<file path="src/camera_receiver_pkg.sv">
`default_nettype none
package camera_receiver_pkg;

	// ==========================================================
	// Bus geometry and register offsets (byte addresses)
	localparam int ADDR_W = 8;
	localparam int DATA_W = 32;
	localparam logic [ADDR_W-1:0] OFS_CTRL = 8'h00;
	localparam logic [ADDR_W-1:0] OFS_STATE = 8'h04;
	localparam logic [ADDR_W-1:0] OFS_RAW_EV = 8'h08;
	localparam logic [ADDR_W-1:0] OFS_EV_EN = 8'h0c;
	localparam logic [ADDR_W-1:0] OFS_MASKED_EV = 8'h10;
	localparam logic [ADDR_W-1:0] OFS_EV_CLR = 8'h14;
	localparam logic [ADDR_W-1:0] OFS_CODES = 8'h18;
	localparam logic [ADDR_W-1:0] OFS_CROP_START = 8'h20;
	localparam logic [ADDR_W-1:0] OFS_CROP_SIZE = 8'h24;
	localparam logic [ADDR_W-1:0] OFS_DATA = 8'h28;
	localparam logic [1:0] RESP_OKAY = 2'h0;
	localparam logic [1:0] RESP_SLVERR = 2'h2;

	// ==========================================================
	// Field layouts and reset values
	localparam logic [31:0] CTRL_WMASK = 32'h0000_4fff;
	localparam logic [31:0] CROP_START_MASK = 32'h1fff_3fff;
	localparam logic [31:0] CROP_SIZE_MASK = 32'h3fff_3fff;
	localparam logic [31:0] REG_RESET = 32'h0000_0000;
	localparam int EV_LINE = 0;
	localparam int EV_FRAME = 1;
	localparam int EV_OVR = 2;
	localparam int EV_VSYNC = 3;
	localparam int EV_ERR = 4;
	localparam int EV_W = 5;
	localparam logic [1:0] WIDTH_8 = 2'h0;
	localparam logic [1:0] WIDTH_10 = 2'h1;
	localparam logic [1:0] WIDTH_12 = 2'h2;
	localparam logic [1:0] RATE_THIRD = 2'h2;
	localparam logic [1:0] RATE_HALF = 2'h1;
	localparam logic [7:0] SYNC_FF = 8'hff;
	localparam logic [7:0] SYNC_ZERO = 8'h00;
	localparam logic [1:0] CODE_TAIL = 2'h3;
	localparam logic [1:0] LANE_LAST8 = 2'h3;
	localparam logic [1:0] LANE_LAST16 = 2'h1;
	localparam int FIFO_DEPTH = 4;
	localparam int PTR_W = 3;

	typedef struct packed {
		logic [16:0] rsv_hi;
		logic enable;
		logic [1:0] rsv_lo;
		logic [1:0] width;
		logic [1:0] rate;
		logic vpol;
		logic hpol;
		logic pedge;
		logic esync;
		logic jpeg;
		logic crop;
		logic snapshot;
		logic capture_enable_bit;
	} ctrl_s;

	typedef struct packed {
		logic [7:0] fe;
		logic [7:0] le;
		logic [7:0] ls;
		logic [7:0] fs;
	} codes_s;

	typedef struct packed {
		logic [13:0] data;
		logic line;
		logic frame;
		logic clk;
	} pins_s;

	typedef enum logic [1:0] {CAP_IDLE, CAP_WAIT, CAP_SKIP, CAP_ACTIVE} cap_state_e;

endpackage : camera_receiver_pkg
`default_nettype wire

</file>
<file path="src/camera_receiver.sv">
`timescale 1ns/1ps
`default_nettype none
module camera_receiver (
	input wire logic ref_clk,
	input wire logic rst,
	input wire logic [camera_receiver_pkg::ADDR_W-1:0] s_axi_awaddr,
	input wire logic s_axi_awvalid,
	output logic s_axi_awready,
	input wire logic [31:0] s_axi_wdata,
	input wire logic [3:0] s_axi_wstrb,
	input wire logic s_axi_wvalid,
	output logic s_axi_wready,
	output logic [1:0] s_axi_bresp,
	output logic s_axi_bvalid,
	input wire logic s_axi_bready,
	input wire logic [camera_receiver_pkg::ADDR_W-1:0] s_axi_araddr,
	input wire logic s_axi_arvalid,
	output logic s_axi_arready,
	output logic [31:0] s_axi_rdata,
	output logic [1:0] s_axi_rresp,
	output logic s_axi_rvalid,
	input wire logic s_axi_rready,
	input wire logic pixel_clock_in,
	input wire logic [13:0] pixel_data_in,
	input wire logic line_sync_in,
	input wire logic frame_sync_in,
	output logic dma_req,
	output logic global_capture_irq
);
	import camera_receiver_pkg::*;

	// ==========================================================
	// Helpers
	function automatic logic [31:0] merge(input logic [31:0] old, input logic [31:0] nw,
			input logic [3:0] strb);
		logic [31:0] r;
		r = old;
		for (int i = 0; i < 4; i++) begin
			if (strb[i]) begin
				r[i*8 +: 8] = nw[i*8 +: 8];
			end
		end
		return r;
	endfunction : merge

	function automatic logic [15:0] wide_sample(input logic [13:0] d, input logic [1:0] w);
		logic [15:0] r;
		r = {2'h0, d};
		unique case (w)
			WIDTH_10: r[15:10] = 6'h00;
			WIDTH_12: r[15:12] = 4'h0;
			default: r = r;
		endcase
		return r;
	endfunction : wide_sample

	// ==========================================================
	// Registers and state
	ctrl_s ctrl_q;
	codes_s codes_q;
	logic [31:0] crop_start_q, crop_size_q;
	logic [EV_W-1:0] ev_raw_q, ev_en_q, ev_set;
	pins_s pin_meta_q, pin_sync_q;
	logic pclk_prev_q, vs_prev_q, line_prev_q, emb_line_q;
	logic [23:0] hist_q;
	logic [1:0] skip_q, rate_cnt_q, lane_q;
	logic [13:0] x_q, y_q;
	logic [31:0] pack_q;
	cap_state_e cap_q;
	logic [31:0] fifo_mem [FIFO_DEPTH];
	logic [PTR_W-1:0] wr_ptr_q, rd_ptr_q;
	logic aw_hold_q, w_hold_q;
	logic [ADDR_W-1:0] awaddr_q;
	logic [31:0] wdata_q;
	logic [3:0] wstrb_q;

	// ==========================================================
	// Pin synchronisers: every pin, the pixel clock included, sees two flops
	always_ff @(posedge ref_clk) begin
		if (rst) begin
			pin_meta_q <= '0;
			pin_sync_q <= '0;
			pclk_prev_q <= 1'b0;
		end else begin
			pin_meta_q <= '{data: pixel_data_in, line: line_sync_in, frame: frame_sync_in,
				clk: pixel_clock_in};
			pin_sync_q <= pin_meta_q;
			pclk_prev_q <= pin_sync_q.clk;
		end
	end

	// Edge pick; data travels beside the clock so it is stable at the chosen edge
	logic rise, fall, tick;
	assign rise = pin_sync_q.clk & ~pclk_prev_q;
	assign fall = ~pin_sync_q.clk & pclk_prev_q;
	assign tick = ctrl_q.pedge ? rise : fall;

	// ==========================================================
	// Sync decoding
	logic emb_mode, crop_on, vs_ok, line_ok, is_code, code_known;
	logic fstart, fend, lend, px_ok;
	logic [13:0] px_data;
	logic [7:0] cur_byte;
	assign emb_mode = ctrl_q.esync && ctrl_q.width == WIDTH_8 && !ctrl_q.jpeg;
	assign crop_on = ctrl_q.crop && !ctrl_q.jpeg;
	assign vs_ok = pin_sync_q.frame == ctrl_q.vpol;
	assign line_ok = ctrl_q.jpeg ? ~pin_sync_q.line : (pin_sync_q.line == ctrl_q.hpol);
	assign cur_byte = pin_sync_q.data[7:0];
	assign is_code = hist_q == {SYNC_FF, SYNC_ZERO, SYNC_ZERO};
	assign code_known = cur_byte == codes_q.fs || cur_byte == codes_q.fe
		|| cur_byte == codes_q.ls || cur_byte == codes_q.le;

	// Frame and line markers, one cycle long on a sampling tick
	always_comb begin
		if (emb_mode) begin
			fstart = tick && is_code && cur_byte == codes_q.fs;
			fend = tick && is_code && cur_byte == codes_q.fe;
			lend = tick && is_code && cur_byte == codes_q.le;
			px_ok = tick && emb_line_q && skip_q == 2'h0 && !is_code;
			px_data = {6'h00, hist_q[23:16]};
		end else begin
			fstart = tick && vs_ok && !vs_prev_q;
			fend = tick && !vs_ok && vs_prev_q;
			lend = tick && !line_ok && line_prev_q;
			px_ok = tick && line_ok && vs_ok;
			px_data = pin_sync_q.data;
		end
	end

	// Embedded stream history; output is delayed three bytes so preambles can be dropped
	always_ff @(posedge ref_clk) begin
		if (rst) begin
			hist_q <= '0;
			skip_q <= 2'h0;
			emb_line_q <= 1'b0;
			vs_prev_q <= 1'b0;
			line_prev_q <= 1'b0;
		end else if (tick) begin
			vs_prev_q <= vs_ok;
			line_prev_q <= line_ok;
			hist_q <= {hist_q[15:0], cur_byte};
			if (is_code) begin
				skip_q <= CODE_TAIL;
			end else if (skip_q != 2'h0) begin
				skip_q <= skip_q - 2'h1;
			end
			if (is_code && cur_byte == codes_q.ls) begin
				emb_line_q <= 1'b1;
			end else if (is_code && (cur_byte == codes_q.le || cur_byte == codes_q.fe)) begin
				emb_line_q <= 1'b0;
			end
		end
	end

	// ==========================================================
	// Crop window: counts accepted samples per line and lines per frame
	logic in_win, take, err;
	logic [14:0] x_end, y_end;
	assign x_end = {1'b0, crop_start_q[13:0]} + {1'b0, crop_size_q[13:0]};
	assign y_end = {2'b00, crop_start_q[28:16]} + {1'b0, crop_size_q[29:16]};
	assign in_win = !crop_on || (x_q >= crop_start_q[13:0] && {1'b0, x_q} <= x_end
		&& y_q >= {1'b0, crop_start_q[28:16]} && {1'b0, y_q} <= y_end);
	assign take = cap_q == CAP_ACTIVE && px_ok && in_win;
	assign err = emb_mode && tick && is_code && !code_known && cap_q != CAP_IDLE;

	always_ff @(posedge ref_clk) begin
		if (rst || fstart) begin
			x_q <= '0;
			y_q <= '0;
		end else if (lend) begin
			x_q <= '0;
			y_q <= y_q + 14'h1;
		end else if (px_ok) begin
			x_q <= x_q + 14'h1;
		end
	end

	// ==========================================================
	// Packing into little-endian words
	logic [31:0] word_next;
	logic word_full, push, overflow, fifo_full, fifo_empty, flush, pop;
	logic [31:0] push_word;
	always_comb begin
		word_next = pack_q;
		if (ctrl_q.width == WIDTH_8) begin
			word_next[lane_q*8 +: 8] = px_data[7:0];
			word_full = lane_q == LANE_LAST8;
		end else begin
			word_next[lane_q[0]*16 +: 16] = wide_sample(px_data, ctrl_q.width);
			word_full = lane_q == LANE_LAST16;
		end
	end
	assign push = (take && word_full) || (cap_q == CAP_ACTIVE && fend && lane_q != 2'h0);
	assign push_word = take ? word_next : pack_q;
	assign fifo_full = (wr_ptr_q - rd_ptr_q) == PTR_W'(FIFO_DEPTH);
	assign fifo_empty = wr_ptr_q == rd_ptr_q;
	assign overflow = push && fifo_full;
	assign flush = overflow || err || !ctrl_q.enable;

	always_ff @(posedge ref_clk) begin
		if (rst || fstart || flush) begin
			pack_q <= '0;
			lane_q <= 2'h0;
		end else if (take && word_full) begin
			pack_q <= '0;
			lane_q <= 2'h0;
		end else if (take) begin
			pack_q <= word_next;
			lane_q <= lane_q + 2'h1;
		end else if (fend) begin
			pack_q <= '0;
			lane_q <= 2'h0;
		end
	end

	// ==========================================================
	// Capture sequencing with frame-rate decimation
	logic [1:0] rate_top;
	assign rate_top = (ctrl_q.rate == RATE_HALF || ctrl_q.rate == RATE_THIRD) && !ctrl_q.snapshot
		? ctrl_q.rate : 2'h0;
	always_ff @(posedge ref_clk) begin
		if (rst) begin
			cap_q <= CAP_IDLE;
			rate_cnt_q <= 2'h0;
		end else if (!ctrl_q.enable) begin
			cap_q <= CAP_IDLE;
			rate_cnt_q <= 2'h0;
		end else if (flush) begin
			cap_q <= CAP_WAIT;
		end else begin
			unique case (cap_q)
				CAP_IDLE: begin
					rate_cnt_q <= 2'h0;
					if (ctrl_q.capture_enable_bit) begin
						cap_q <= CAP_WAIT;
					end
				end
				CAP_WAIT: begin
					if (!ctrl_q.capture_enable_bit) begin
						cap_q <= CAP_IDLE;
					end else if (fstart) begin
						cap_q <= rate_cnt_q == 2'h0 ? CAP_ACTIVE : CAP_SKIP;
						rate_cnt_q <= rate_cnt_q == rate_top ? 2'h0 : rate_cnt_q + 2'h1;
					end
				end
				CAP_SKIP: begin
					if (fend) begin
						cap_q <= CAP_WAIT;
					end
				end
				CAP_ACTIVE: begin
					if (fend) begin
						cap_q <= (ctrl_q.capture_enable_bit && !ctrl_q.snapshot) ? CAP_WAIT : CAP_IDLE;
					end
				end
			endcase
		end
	end

	// ==========================================================
	// Four-word FIFO; the pixel side never stalls, so a full FIFO is overrun
	always_ff @(posedge ref_clk) begin
		if (rst || flush) begin
			wr_ptr_q <= '0;
			rd_ptr_q <= '0;
		end else begin
			if (push) begin
				fifo_mem[wr_ptr_q[PTR_W-2:0]] <= push_word;
				wr_ptr_q <= wr_ptr_q + PTR_W'(1);
			end
			if (pop) begin
				rd_ptr_q <= rd_ptr_q + PTR_W'(1);
			end
		end
	end

	// Request line held while a whole word waits; words already live on ref_clk
	always_ff @(posedge ref_clk) begin
		if (rst) begin
			dma_req <= 1'b0;
		end else begin
			dma_req <= !fifo_empty && !pop && !flush;
		end
	end

	// ==========================================================
	// Events: hardware set beats a same-cycle software clear
	assign ev_set[EV_LINE] = lend && cap_q == CAP_ACTIVE;
	assign ev_set[EV_FRAME] = fend && cap_q == CAP_ACTIVE && !overflow;
	assign ev_set[EV_OVR] = overflow;
	assign ev_set[EV_VSYNC] = fend;
	assign ev_set[EV_ERR] = err;

	logic wr_go, rd_go;
	assign wr_go = aw_hold_q && w_hold_q && !s_axi_bvalid;
	assign rd_go = s_axi_arvalid && s_axi_arready;
	assign pop = rd_go && s_axi_araddr == OFS_DATA && !fifo_empty;

	always_ff @(posedge ref_clk) begin
		if (rst) begin
			ev_raw_q <= '0;
			global_capture_irq <= 1'b0;
		end else begin
			if (wr_go && awaddr_q == OFS_EV_CLR) begin
				ev_raw_q <= (ev_raw_q & ~wdata_q[EV_W-1:0]) | ev_set;
			end else begin
				ev_raw_q <= ev_raw_q | ev_set;
			end
			global_capture_irq <= |(ev_raw_q & ev_en_q);
		end
	end

	// ==========================================================
	// Software registers; snapshot end without overrun clears the capture enable bit unless a register write lands in that cycle
	always_ff @(posedge ref_clk) begin
		if (rst) begin
			ctrl_q <= ctrl_s'(REG_RESET);
			codes_q <= codes_s'(REG_RESET);
			crop_start_q <= REG_RESET;
			crop_size_q <= REG_RESET;
			ev_en_q <= '0;
		end else begin
			if (wr_go) begin
				unique case (awaddr_q)
					OFS_CTRL: ctrl_q <= ctrl_s'(merge(ctrl_q, wdata_q, wstrb_q) & CTRL_WMASK);
					OFS_EV_EN: ev_en_q <= EV_W'(merge({{(DATA_W - EV_W){1'b0}}, ev_en_q},
						wdata_q, wstrb_q));
					OFS_CODES: codes_q <= codes_s'(merge(codes_q, wdata_q, wstrb_q));
					OFS_CROP_START: crop_start_q <= merge(crop_start_q, wdata_q, wstrb_q)
						& CROP_START_MASK;
					OFS_CROP_SIZE: crop_size_q <= merge(crop_size_q, wdata_q, wstrb_q)
						& CROP_SIZE_MASK;
					default: ;
				endcase
			end else if (cap_q == CAP_ACTIVE && fend && ctrl_q.snapshot && !overflow) begin
				ctrl_q.capture_enable_bit <= 1'b0;
			end
		end
	end

	// ==========================================================
	// AXI4-Lite write: address and data taken in either order, then one response
	always_ff @(posedge ref_clk) begin
		if (rst) begin
			aw_hold_q <= 1'b0;
			w_hold_q <= 1'b0;
			awaddr_q <= '0;
			wdata_q <= '0;
			wstrb_q <= '0;
			s_axi_awready <= 1'b1;
			s_axi_wready <= 1'b1;
			s_axi_bvalid <= 1'b0;
			s_axi_bresp <= RESP_OKAY;
		end else begin
			if (s_axi_awvalid && s_axi_awready) begin
				aw_hold_q <= 1'b1;
				awaddr_q <= s_axi_awaddr;
				s_axi_awready <= 1'b0;
			end
			if (s_axi_wvalid && s_axi_wready) begin
				w_hold_q <= 1'b1;
				wdata_q <= s_axi_wdata;
				wstrb_q <= s_axi_wstrb;
				s_axi_wready <= 1'b0;
			end
			if (wr_go) begin
				aw_hold_q <= 1'b0;
				w_hold_q <= 1'b0;
				s_axi_bvalid <= 1'b1;
				s_axi_bresp <= (awaddr_q == OFS_CTRL || awaddr_q == OFS_EV_EN
					|| awaddr_q == OFS_EV_CLR || awaddr_q == OFS_CODES
					|| awaddr_q == OFS_CROP_START || awaddr_q == OFS_CROP_SIZE)
					? RESP_OKAY : RESP_SLVERR;
			end
			if (s_axi_bvalid && s_axi_bready) begin
				s_axi_bvalid <= 1'b0;
				s_axi_awready <= 1'b1;
				s_axi_wready <= 1'b1;
			end
		end
	end

	// AXI4-Lite read: data register read pops one word
	always_ff @(posedge ref_clk) begin
		if (rst) begin
			s_axi_arready <= 1'b1;
			s_axi_rvalid <= 1'b0;
			s_axi_rdata <= '0;
			s_axi_rresp <= RESP_OKAY;
		end else begin
			if (rd_go) begin
				s_axi_arready <= 1'b0;
				s_axi_rvalid <= 1'b1;
				s_axi_rresp <= RESP_OKAY;
				unique case (s_axi_araddr)
					OFS_CTRL: s_axi_rdata <= ctrl_q;
					OFS_STATE: s_axi_rdata <= {29'h0, !fifo_empty, pin_sync_q.frame,
						pin_sync_q.line};
					OFS_RAW_EV: s_axi_rdata <= {27'h0, ev_raw_q};
					OFS_EV_EN: s_axi_rdata <= {27'h0, ev_en_q};
					OFS_MASKED_EV: s_axi_rdata <= {27'h0, ev_raw_q & ev_en_q};
					OFS_CODES: s_axi_rdata <= codes_q;
					OFS_CROP_START: s_axi_rdata <= crop_start_q;
					OFS_CROP_SIZE: s_axi_rdata <= crop_size_q;
					OFS_DATA: s_axi_rdata <= fifo_empty ? '0 : fifo_mem[rd_ptr_q[PTR_W-2:0]];
					OFS_EV_CLR: s_axi_rdata <= '0;
					default: begin
						s_axi_rdata <= '0;
						s_axi_rresp <= RESP_SLVERR;
					end
				endcase
			end
			if (s_axi_rvalid && s_axi_rready) begin
				s_axi_rvalid <= 1'b0;
				s_axi_arready <= 1'b1;
			end
		end
	end

endmodule : camera_receiver
`default_nettype wire

</file>
<file path="config.mk">
export PLATFORM = sky130hd
export DESIGN_NAME = camera_receiver
export DESIGN_NICKNAME = d
export VERILOG_FILES = /design/src/camera_receiver_pkg.sv /design/src/camera_receiver.sv
export SDC_FILE = /design/constraint.sdc
export NUM_CORES = 1
export LEC_CHECK = 0
export BUFFER_PORTS_ARGS = -buffer_cell sky130_fd_sc_hd__clkbuf_2
export CAP_MARGIN = 20
export CORE_ASPECT_RATIO = 0.8
export CORE_UTILIZATION = 60
export DETAILED_ROUTE_END_ITERATION = 10
export HOLD_SLACK_MARGIN = 0.02
export PLACE_DENSITY_LB_ADDON = 0.12
export SYNTH_ARGS = -nofsm -noshare
export SYNTH_HDL_FRONTEND = slang
export SYNTH_SLANG_ARGS = --single-unit
</file>
<file path="constraint.sdc">
create_clock -name ref_clk -period 8.8 [get_ports ref_clk]
set_input_delay 0.44 -clock ref_clk [delete_from_list [all_inputs] [get_ports ref_clk]]
set_output_delay 0.44 -clock ref_clk [all_outputs]
set_load 0.05 [all_outputs]
</file>
==> results of run 1 <==
==> routing by layer <==
layer,part of all wire [%],up-vias,GRT usage (%)
met5,0,-,0
met1,44,8393,47.3
met3,9.8,92,4.97
li1,-,8086,-
met4,2.4,0,10.2
met2,44,831,51.1
==> state kept, by name (all words and copies together), names as in the netlist, 9 cells and up, named ones only <==
signal / cells
x_q: 14
crop_start_q: 27
codes_q: 32
pack_q: 32
fifo_mem: 128
wdata_q: 32
ctrl_q: 13
pin_meta_q: 17
crop_size_q: 28
hist_q: 24
pin_sync_q: 9
y_q: 14
s_axi_rdata: 32
==> cell type report <==
cell class / instances / area share [%]
multi-input cells: 1561 / 42.8
well taps: 472 / 2.43
clock buffers: 62 / 5.64
flip-flops and latches: 463 / 43.5
inverters: 73 / 1.13
repair buffers: 142 / 3.23
clock inverters: 22 / 1.31
==> how the worst max path moves through the flow <==
stage,slack [ns],end,cells after the start
after global placement,3.28,fifo_mem[1][25]$_DFFE_PP_,21
after global routing,2.56,fifo_mem[2][26]$_DFFE_PP_,21
after floorplan,2.43,fifo_mem[0][0]$_DFFE_PP_,20
final,2.92,fifo_mem[2][26]$_DFFE_PP_,21
after CTS,3.04,fifo_mem[3][22]$_DFFE_PP_,21
after detailed placement,3.08,fifo_mem[3][18]$_DFFE_PP_,21
==> placed cells by master (no fill, tap or decap), types with 73 or more instances in the layout <==
cell and count:
nand3_1 97, nand2_1 271, dfxtp_1 334, nor2_1 225, mux2i_1 116, inv_1 73, ha_1 100, clkbuf_2 115
edfxtp_1 128, a21oi_1 159
==> metrics by stage <==
stage	cell area, sq um	std cells	hold slack, ns	util [%]
finish	24300	2795	0.0671	69.1
detailed placement	22600	2709	0.423	64.3
CTS	24300	2793	0.0586	69.1
floorplan	21600	2213	0.414	-
global placement	22600	2709	0.420	64.3
global route	24300	2795	0.0641	69.1
==> power breakdown <==
group	internal [mW]	switching (mW)
clock	1.30	0.849
combinational	0.0452	0.0989
sequential	2.20	0.0313
==> cells in the mapped netlist (all sizes together), types with 16 or more instances <==
cell / number / area, sq um
a21o: 17 / 128
a21oi: 162 / 815
a222oi: 16 / 160
a22oi: 56 / 420
buf: 18 / 81.3
clkbuf: 98 / 368
dfxtp: 335 / 6710
edfxtp: 128 / 3840
ha: 100 / 1250
inv: 72 / 270
mux2i: 116 / 1160
mux4: 32 / 721
nand2: 271 / 1020
nand2b: 20 / 125
nand3: 98 / 495
nand3b: 20 / 150
nand4: 16 / 100
nor2: 229 / 862
nor2b: 42 / 263
nor3: 33 / 165
o211ai: 30 / 225
o21ai: 63 / 319
xnor2: 34 / 298
xor2: 48 / 420
==> cells by family after synthesis <==
group,after synthesis
AO/OA/AOI/OAI,434
XOR/XNOR,82
adder cells (fa/ha/maj),102
buffers and inverters,189
flip-flops,463
multiplexers,150
other,1
AND/OR/NAND/NOR,791
==> results.yml, run 1 <==
logic_synthesis:
  synthCells: 2212
  synthSimpleGateAreaFrac_pct: 16.7
  netlist_area_sq_mm: 0.0216
  synth_top_family_by_area: "simple AND/OR/NAND/NOR gates"
  synthArstFlopShare_pct: 0
  synth_compound_area_share_pct: 13.0
  muxShareOfSynthArea_pct: 8.81
  yosys.area_share.xor_xnor_pct: 3.32
  synth_edf_count: 128
  synth_cell_types: 72
  synth-seq-cells: 463
  syn_area_per_cell_sq_um: 9.77
  seq_area_frac_synth_pct: 48.8
  ys.flop_type: "dfxtp_1"
  ys_warn_count: 0
  synthAdderAreaFrac_pct: 5.98
status:
  status: "completed"
placed_design:
  post-place-ws_ns: 3.08
  hpwlAfterDp_microns: 42800
  gp_congestion: 0.936
  io_buffer_count: 116
global_routing:
  grt_pass1_wl_microns: 93800
  grt_max_degree: 99
  grt-ovfl-total: 0
  track_usage_pct: 32.8
  antenna_found_initial: 1
  first_global_vias: 16494
detailed_routing:
  vias_per_cell: 6.23
  drcViolationCount: 0
  wl_per_cell_microns: 21.6
  first_iter_violations: 1835
  drtPass1Iterations: 6
  wl_microns: 60500
  vias: 17402
  drt.antenna.violating_nets: 0
setup_path:
  cp_max_fo: 32
  crit_path_start: "crop_size_q[17]$_SDFFE_PP0P_"
  cp.arrival_ns: 6.09
  max_stage_delay_ns: 0.55
  cp_common_cell: "o21ai_0"
  r2r_slack_ns: 2.92
  required_ns: 9.01
  path_cells: "ha_1, a21o_1, a21oi_1, o21ba_2, o21ai_0, a211oi_1, nor2_1, nor3_1, o21ai_0, nor3b_1, ha_1, nand3_1, or4_1, o21ai_0, a31oi_1, o21ai_0, o2111ai_1, a21oi_1, o21ai_0, nor3_2, buf_4"
  crit_type: "reg2reg"
  critical-path-slowest-cell: "or4_1"
  end_kind: "flop"
  r2r-end: "fifo_mem[2][26]$_DFFE_PP_"
  ff2ff_path_depth: 21
  crit_family: "compound AO/OA/AOI/OAI gates"
  cp-start-kind: "flop"
  r2r-start: "crop_size_q[17]$_SDFFE_PP0P_"
  crit_buf_inv: 1
layout:
  regArea_sq_mm: 0.0106
  nets: 2464
  synthToLayoutAreaGrowth_pct: 12.3
  n_antenna_cell: 0
  fillerInstances: 2693
  drive_gt1_share_pct: 12.0
  multi_input_area_sq_mm: 0.0104
clocking:
  root_buffer: "clkbuf_16"
  ctsResizeCount: 0
  clkTransAtPathRegs_ns: 0.07
  cts_tree: "done"
  worst_skew_pair.late_latency_ns: 0.58
  clockBufferDepth: 3
  numCtsBuffers: 45
  cts_setup_buffers: 0
  cts_hold_repair.buffers: 0
  htree_num_levels: 2
  cts_sinks: 463
die:
  dieArea_sq_mm: 0.0368
  die_x_microns: 214
  start_util_pct: 61.6
  die_h_microns: 172
  core_area_sq_mm: 0.0351
  rows: 61
  io_pins: 119
sta:
  fin_ws_ns: 2.92
  finClkSkew_ns: 0.0217
  period_share_pct: 66.8
  rsz0062_at_grt: "false"
  timing.fmax_mhz: 170
  worst_slew_pin_slew_ns: 1.23
  period_needed_ns: 5.88
  hold_violations: 0
  tns_ns: 0
  drv_slew: 0
  slew-limit-headroom_pct: 17.2
  setup-violations-final: 0
min_path:
  hold_start: "frame_sync_in"
  holdPathEnd: "pin_meta_q[1]$_SDFF_PP0_"
  holdPathStages: 2
  worstHoldPathType: "in2reg"
pwr:
  peakVddDrop_v: 0.000205
  p_total_mw: 4.53
  leakage_nw: 10.0
  p_per_area_mw_per_mm2: 186
job:
  cap_violations: 0
No activity file was read; power rests on OpenSTA's default activity.
==> run 2, diff against run 1 <==
--- a/config.mk
+++ b/config.mk
@@ -8,7 +8,7 @@
 export BUFFER_PORTS_ARGS = -buffer_cell sky130_fd_sc_hd__clkbuf_2
 export CAP_MARGIN = 20
 export CORE_ASPECT_RATIO = 0.8
-export CORE_UTILIZATION = 60
+export CORE_UTILIZATION = 55
 export DETAILED_ROUTE_END_ITERATION = 10
 export HOLD_SLACK_MARGIN = 0.02
 export PLACE_DENSITY_LB_ADDON = 0.12
==> constraint.sdc (replaced) <==
create_clock -name ref_clk -period 5.2 [get_ports ref_clk]
set_input_delay 0.26 -clock ref_clk [delete_from_list [all_inputs] [get_ports ref_clk]]
set_output_delay 0.26 -clock ref_clk [all_outputs]
set_load 0.05 [all_outputs]
==> run 2 against run 1 <==
Net effect: hold slack lost 0.0025 ns; critical path depth grew 3; sequential power grew 70%; critical endpoint is now fifo_mem[0][15]$_DFFE_PP_; routed wire length grew 3.2%; register-to-register slack lost 2.7 ns; largest cell class unchanged; power grew 67%; sequential cell count is the same; sequential share of layout area shrank 1.8 points; global-route usage shrank 1.8 points.
==> results.yml, run 2 (same netlist as run 1, synthesis figures left out) <==
status:
  status: "completed"
sta:
  period_share_pct: 95.6
  slew-limit-headroom_pct: 17.1
  drv_slew: 0
  tns_ns: 0
  finClkSkew_ns: 0.0226
  setup-violations-final: 0
  worst_slew_pin_slew_ns: 1.23
  hold_violations: 0
  period_needed_ns: 4.97
  timing.fmax_mhz: 201
placed_design:
  post_dp_cell_area_sq_mm: 0.0228
  io_buffer_count: 116
  hpwlAfterDp_microns: 44000
  gp_congestion: 0.950
  dp.cells: 2752
clocking:
  htree_num_levels: 2
  worst_skew_pair.late_latency_ns: 0.57
  clockBufferDepth: 3
  root_buffer: "clkbuf_16"
  numCtsBuffers: 46
  cts_tree: "done"
  clkTransAtPathRegs_ns: 0.06
  cts_sinks: 463
layout:
  n_antenna_cell: 0
  layout_common_cells: "333 x dfxtp_1, 270 x nand2_1, 224 x nor2_1, 156 x a21oi_1, 128 x edfxtp_1"
  nets: 2553
  stdcell_area_sq_mm: 0.0253
  post-route-util_pct: 65.8
  largest_reg_flops: 128
  finalNonFillerCells: 2908
  drive_gt1_share_pct: 13.6
  mostFrequentLayoutCell: "dfxtp_1"
  synthToLayoutAreaGrowth_pct: 17.1
die:
  io_pins: 119
  rows: 64
  die_h_microns: 179
  core_area_sq_mm: 0.0384
  dieArea_sq_mm: 0.0401
  die_x_microns: 224
  start_util_pct: 56.2
setup_path:
  path_cells: "ha_1, inv_1, fa_1, nor2b_2, o31ai_2, a21oi_2, a41oi_2, nand2b_1, a21oi_1, xor2_1, ha_1, nand3_1, or4_1, o21ai_0, a31oi_1, o21ai_0, o2111ai_1, buf_4, a21oi_1, o21ai_0, buf_4, nor3_4, buf_4, clkbuf_16"
  critical-path-slowest-cell: "or4_1"
  max_stage_delay_ns: 0.54
  required_ns: 5.48
  crit_type: "reg2reg"
  end_kind: "flop"
  cp-start-kind: "flop"
  ff2ff_path_depth: 24
  cp_max_fo: 12
  cp.arrival_ns: 5.25
pwr:
  leakage_nw: 10.4
  p_total_mw: 7.58
  peakVddDrop_v: 0.000234
  p_per_area_mw_per_mm2: 300
global_routing:
  track_usage_pct: 31.0
  first_global_vias: 16753
  grt_use_met1_pct: 43.6
  use_met2_pct: 49.5
  grtUsageMet3_pct: 4.74
  grt_pass1_wl_microns: 95700
  antenna_found_initial: 0
  grt-ovfl-total: 0
  grt_busiest_layer: "met2"
  grt_max_degree: 107
detailed_routing:
  drt.antenna.violating_nets: 0
  drcViolationCount: 0
  wl_per_cell_microns: 21.5
  wl_microns: 62400
  vias_per_cell: 6.08
  drtPass1Iterations: 8
  first_iter_violations: 1764
  vias: 17667
job:
  cap_violations: 0
min_path:
  holdPathStages: 3
  worstHoldPathType: "in2reg"
-- run 2: cell types whose count changed in the layout (fill, tap and decap cells not counted), sizes merged, moves of 2 or more --
cell / previous run / this run
buf: 26 / 47
inv: 74 / 76
clkinvlp: 2 / 5
dlygate4sd3: 0 / 65
clkbuf: 178 / 171
clkinv: 12 / 19
-- run 2: stage by stage --
step	setup slack, ns	hold WS, ns
floorplan	-0.262	0.360
global placement	0.266	0.416
detailed placement	0.177	0.422
CTS	0.140	0.0399
global route	-0.0133	0.0516
finish	0.228	0.0647
-- run 2: layer usage --
metal	part of all wire, %	up-vias	routed length [microns]
li1	-	8266	-
met1	44	8575	27400
met2	45	721	28100
met3	8.3	105	5160
met4	2.9	0	1790
met5	0	-	0
-- run 2: final timing paths --
kind                                 start                   endpoint  slack (ns)
max          crop_start_q[16]$_SDFFE_PP0P_  fifo_mem[0][15]$_DFFE_PP_        0.23
min                        s_axi_wdata[28]   wdata_q[28]$_SDFFE_PP0P_        0.06
max reg2reg  crop_start_q[16]$_SDFFE_PP0P_  fifo_mem[0][15]$_DFFE_PP_        0.23
min reg2reg       pin_meta_q[6]$_SDFF_PP0_     cur_byte[3]$_SDFF_PP0_        0.43
-- run 2: layout make-up --
type                    instances  area [sq um]
well taps                     495           619
fillers                      3040         13100
clock buffers                  53          1250
flip-flops and latches        463         10600
repair buffers                230          1690
multi-input cells            1561         10600
inverters                      73           274
clock inverters                33           367
-- run 2: repair_timing --
action / in CTS / in global routing
setup buffers: 0 / 3
resized for setup: 0 / 27
hold endpoints to repair: 64 / 0
setup endpoints to repair: 0 / 296
hold buffers: 65 / 0
-- run 2: worst max-delay path: cells and delay by family, from the launching register on --
kind                     cells  cell delay, ns
buffers and inverters        5            0.81
AO/OA/AOI/OAI               10            1.32
flip-flops                   1            0.39
adder cells (fa/ha/maj)      3            0.92
AND/OR/NAND/NOR              5            1.12
XOR/XNOR                     1            0.15
-- run 2: power by group --
part	total, mW	switching [mW]	internal, mW
clock	3.51	1.47	2.05
sequential	3.78	0.0526	3.72
combinational	0.291	0.181	0.110
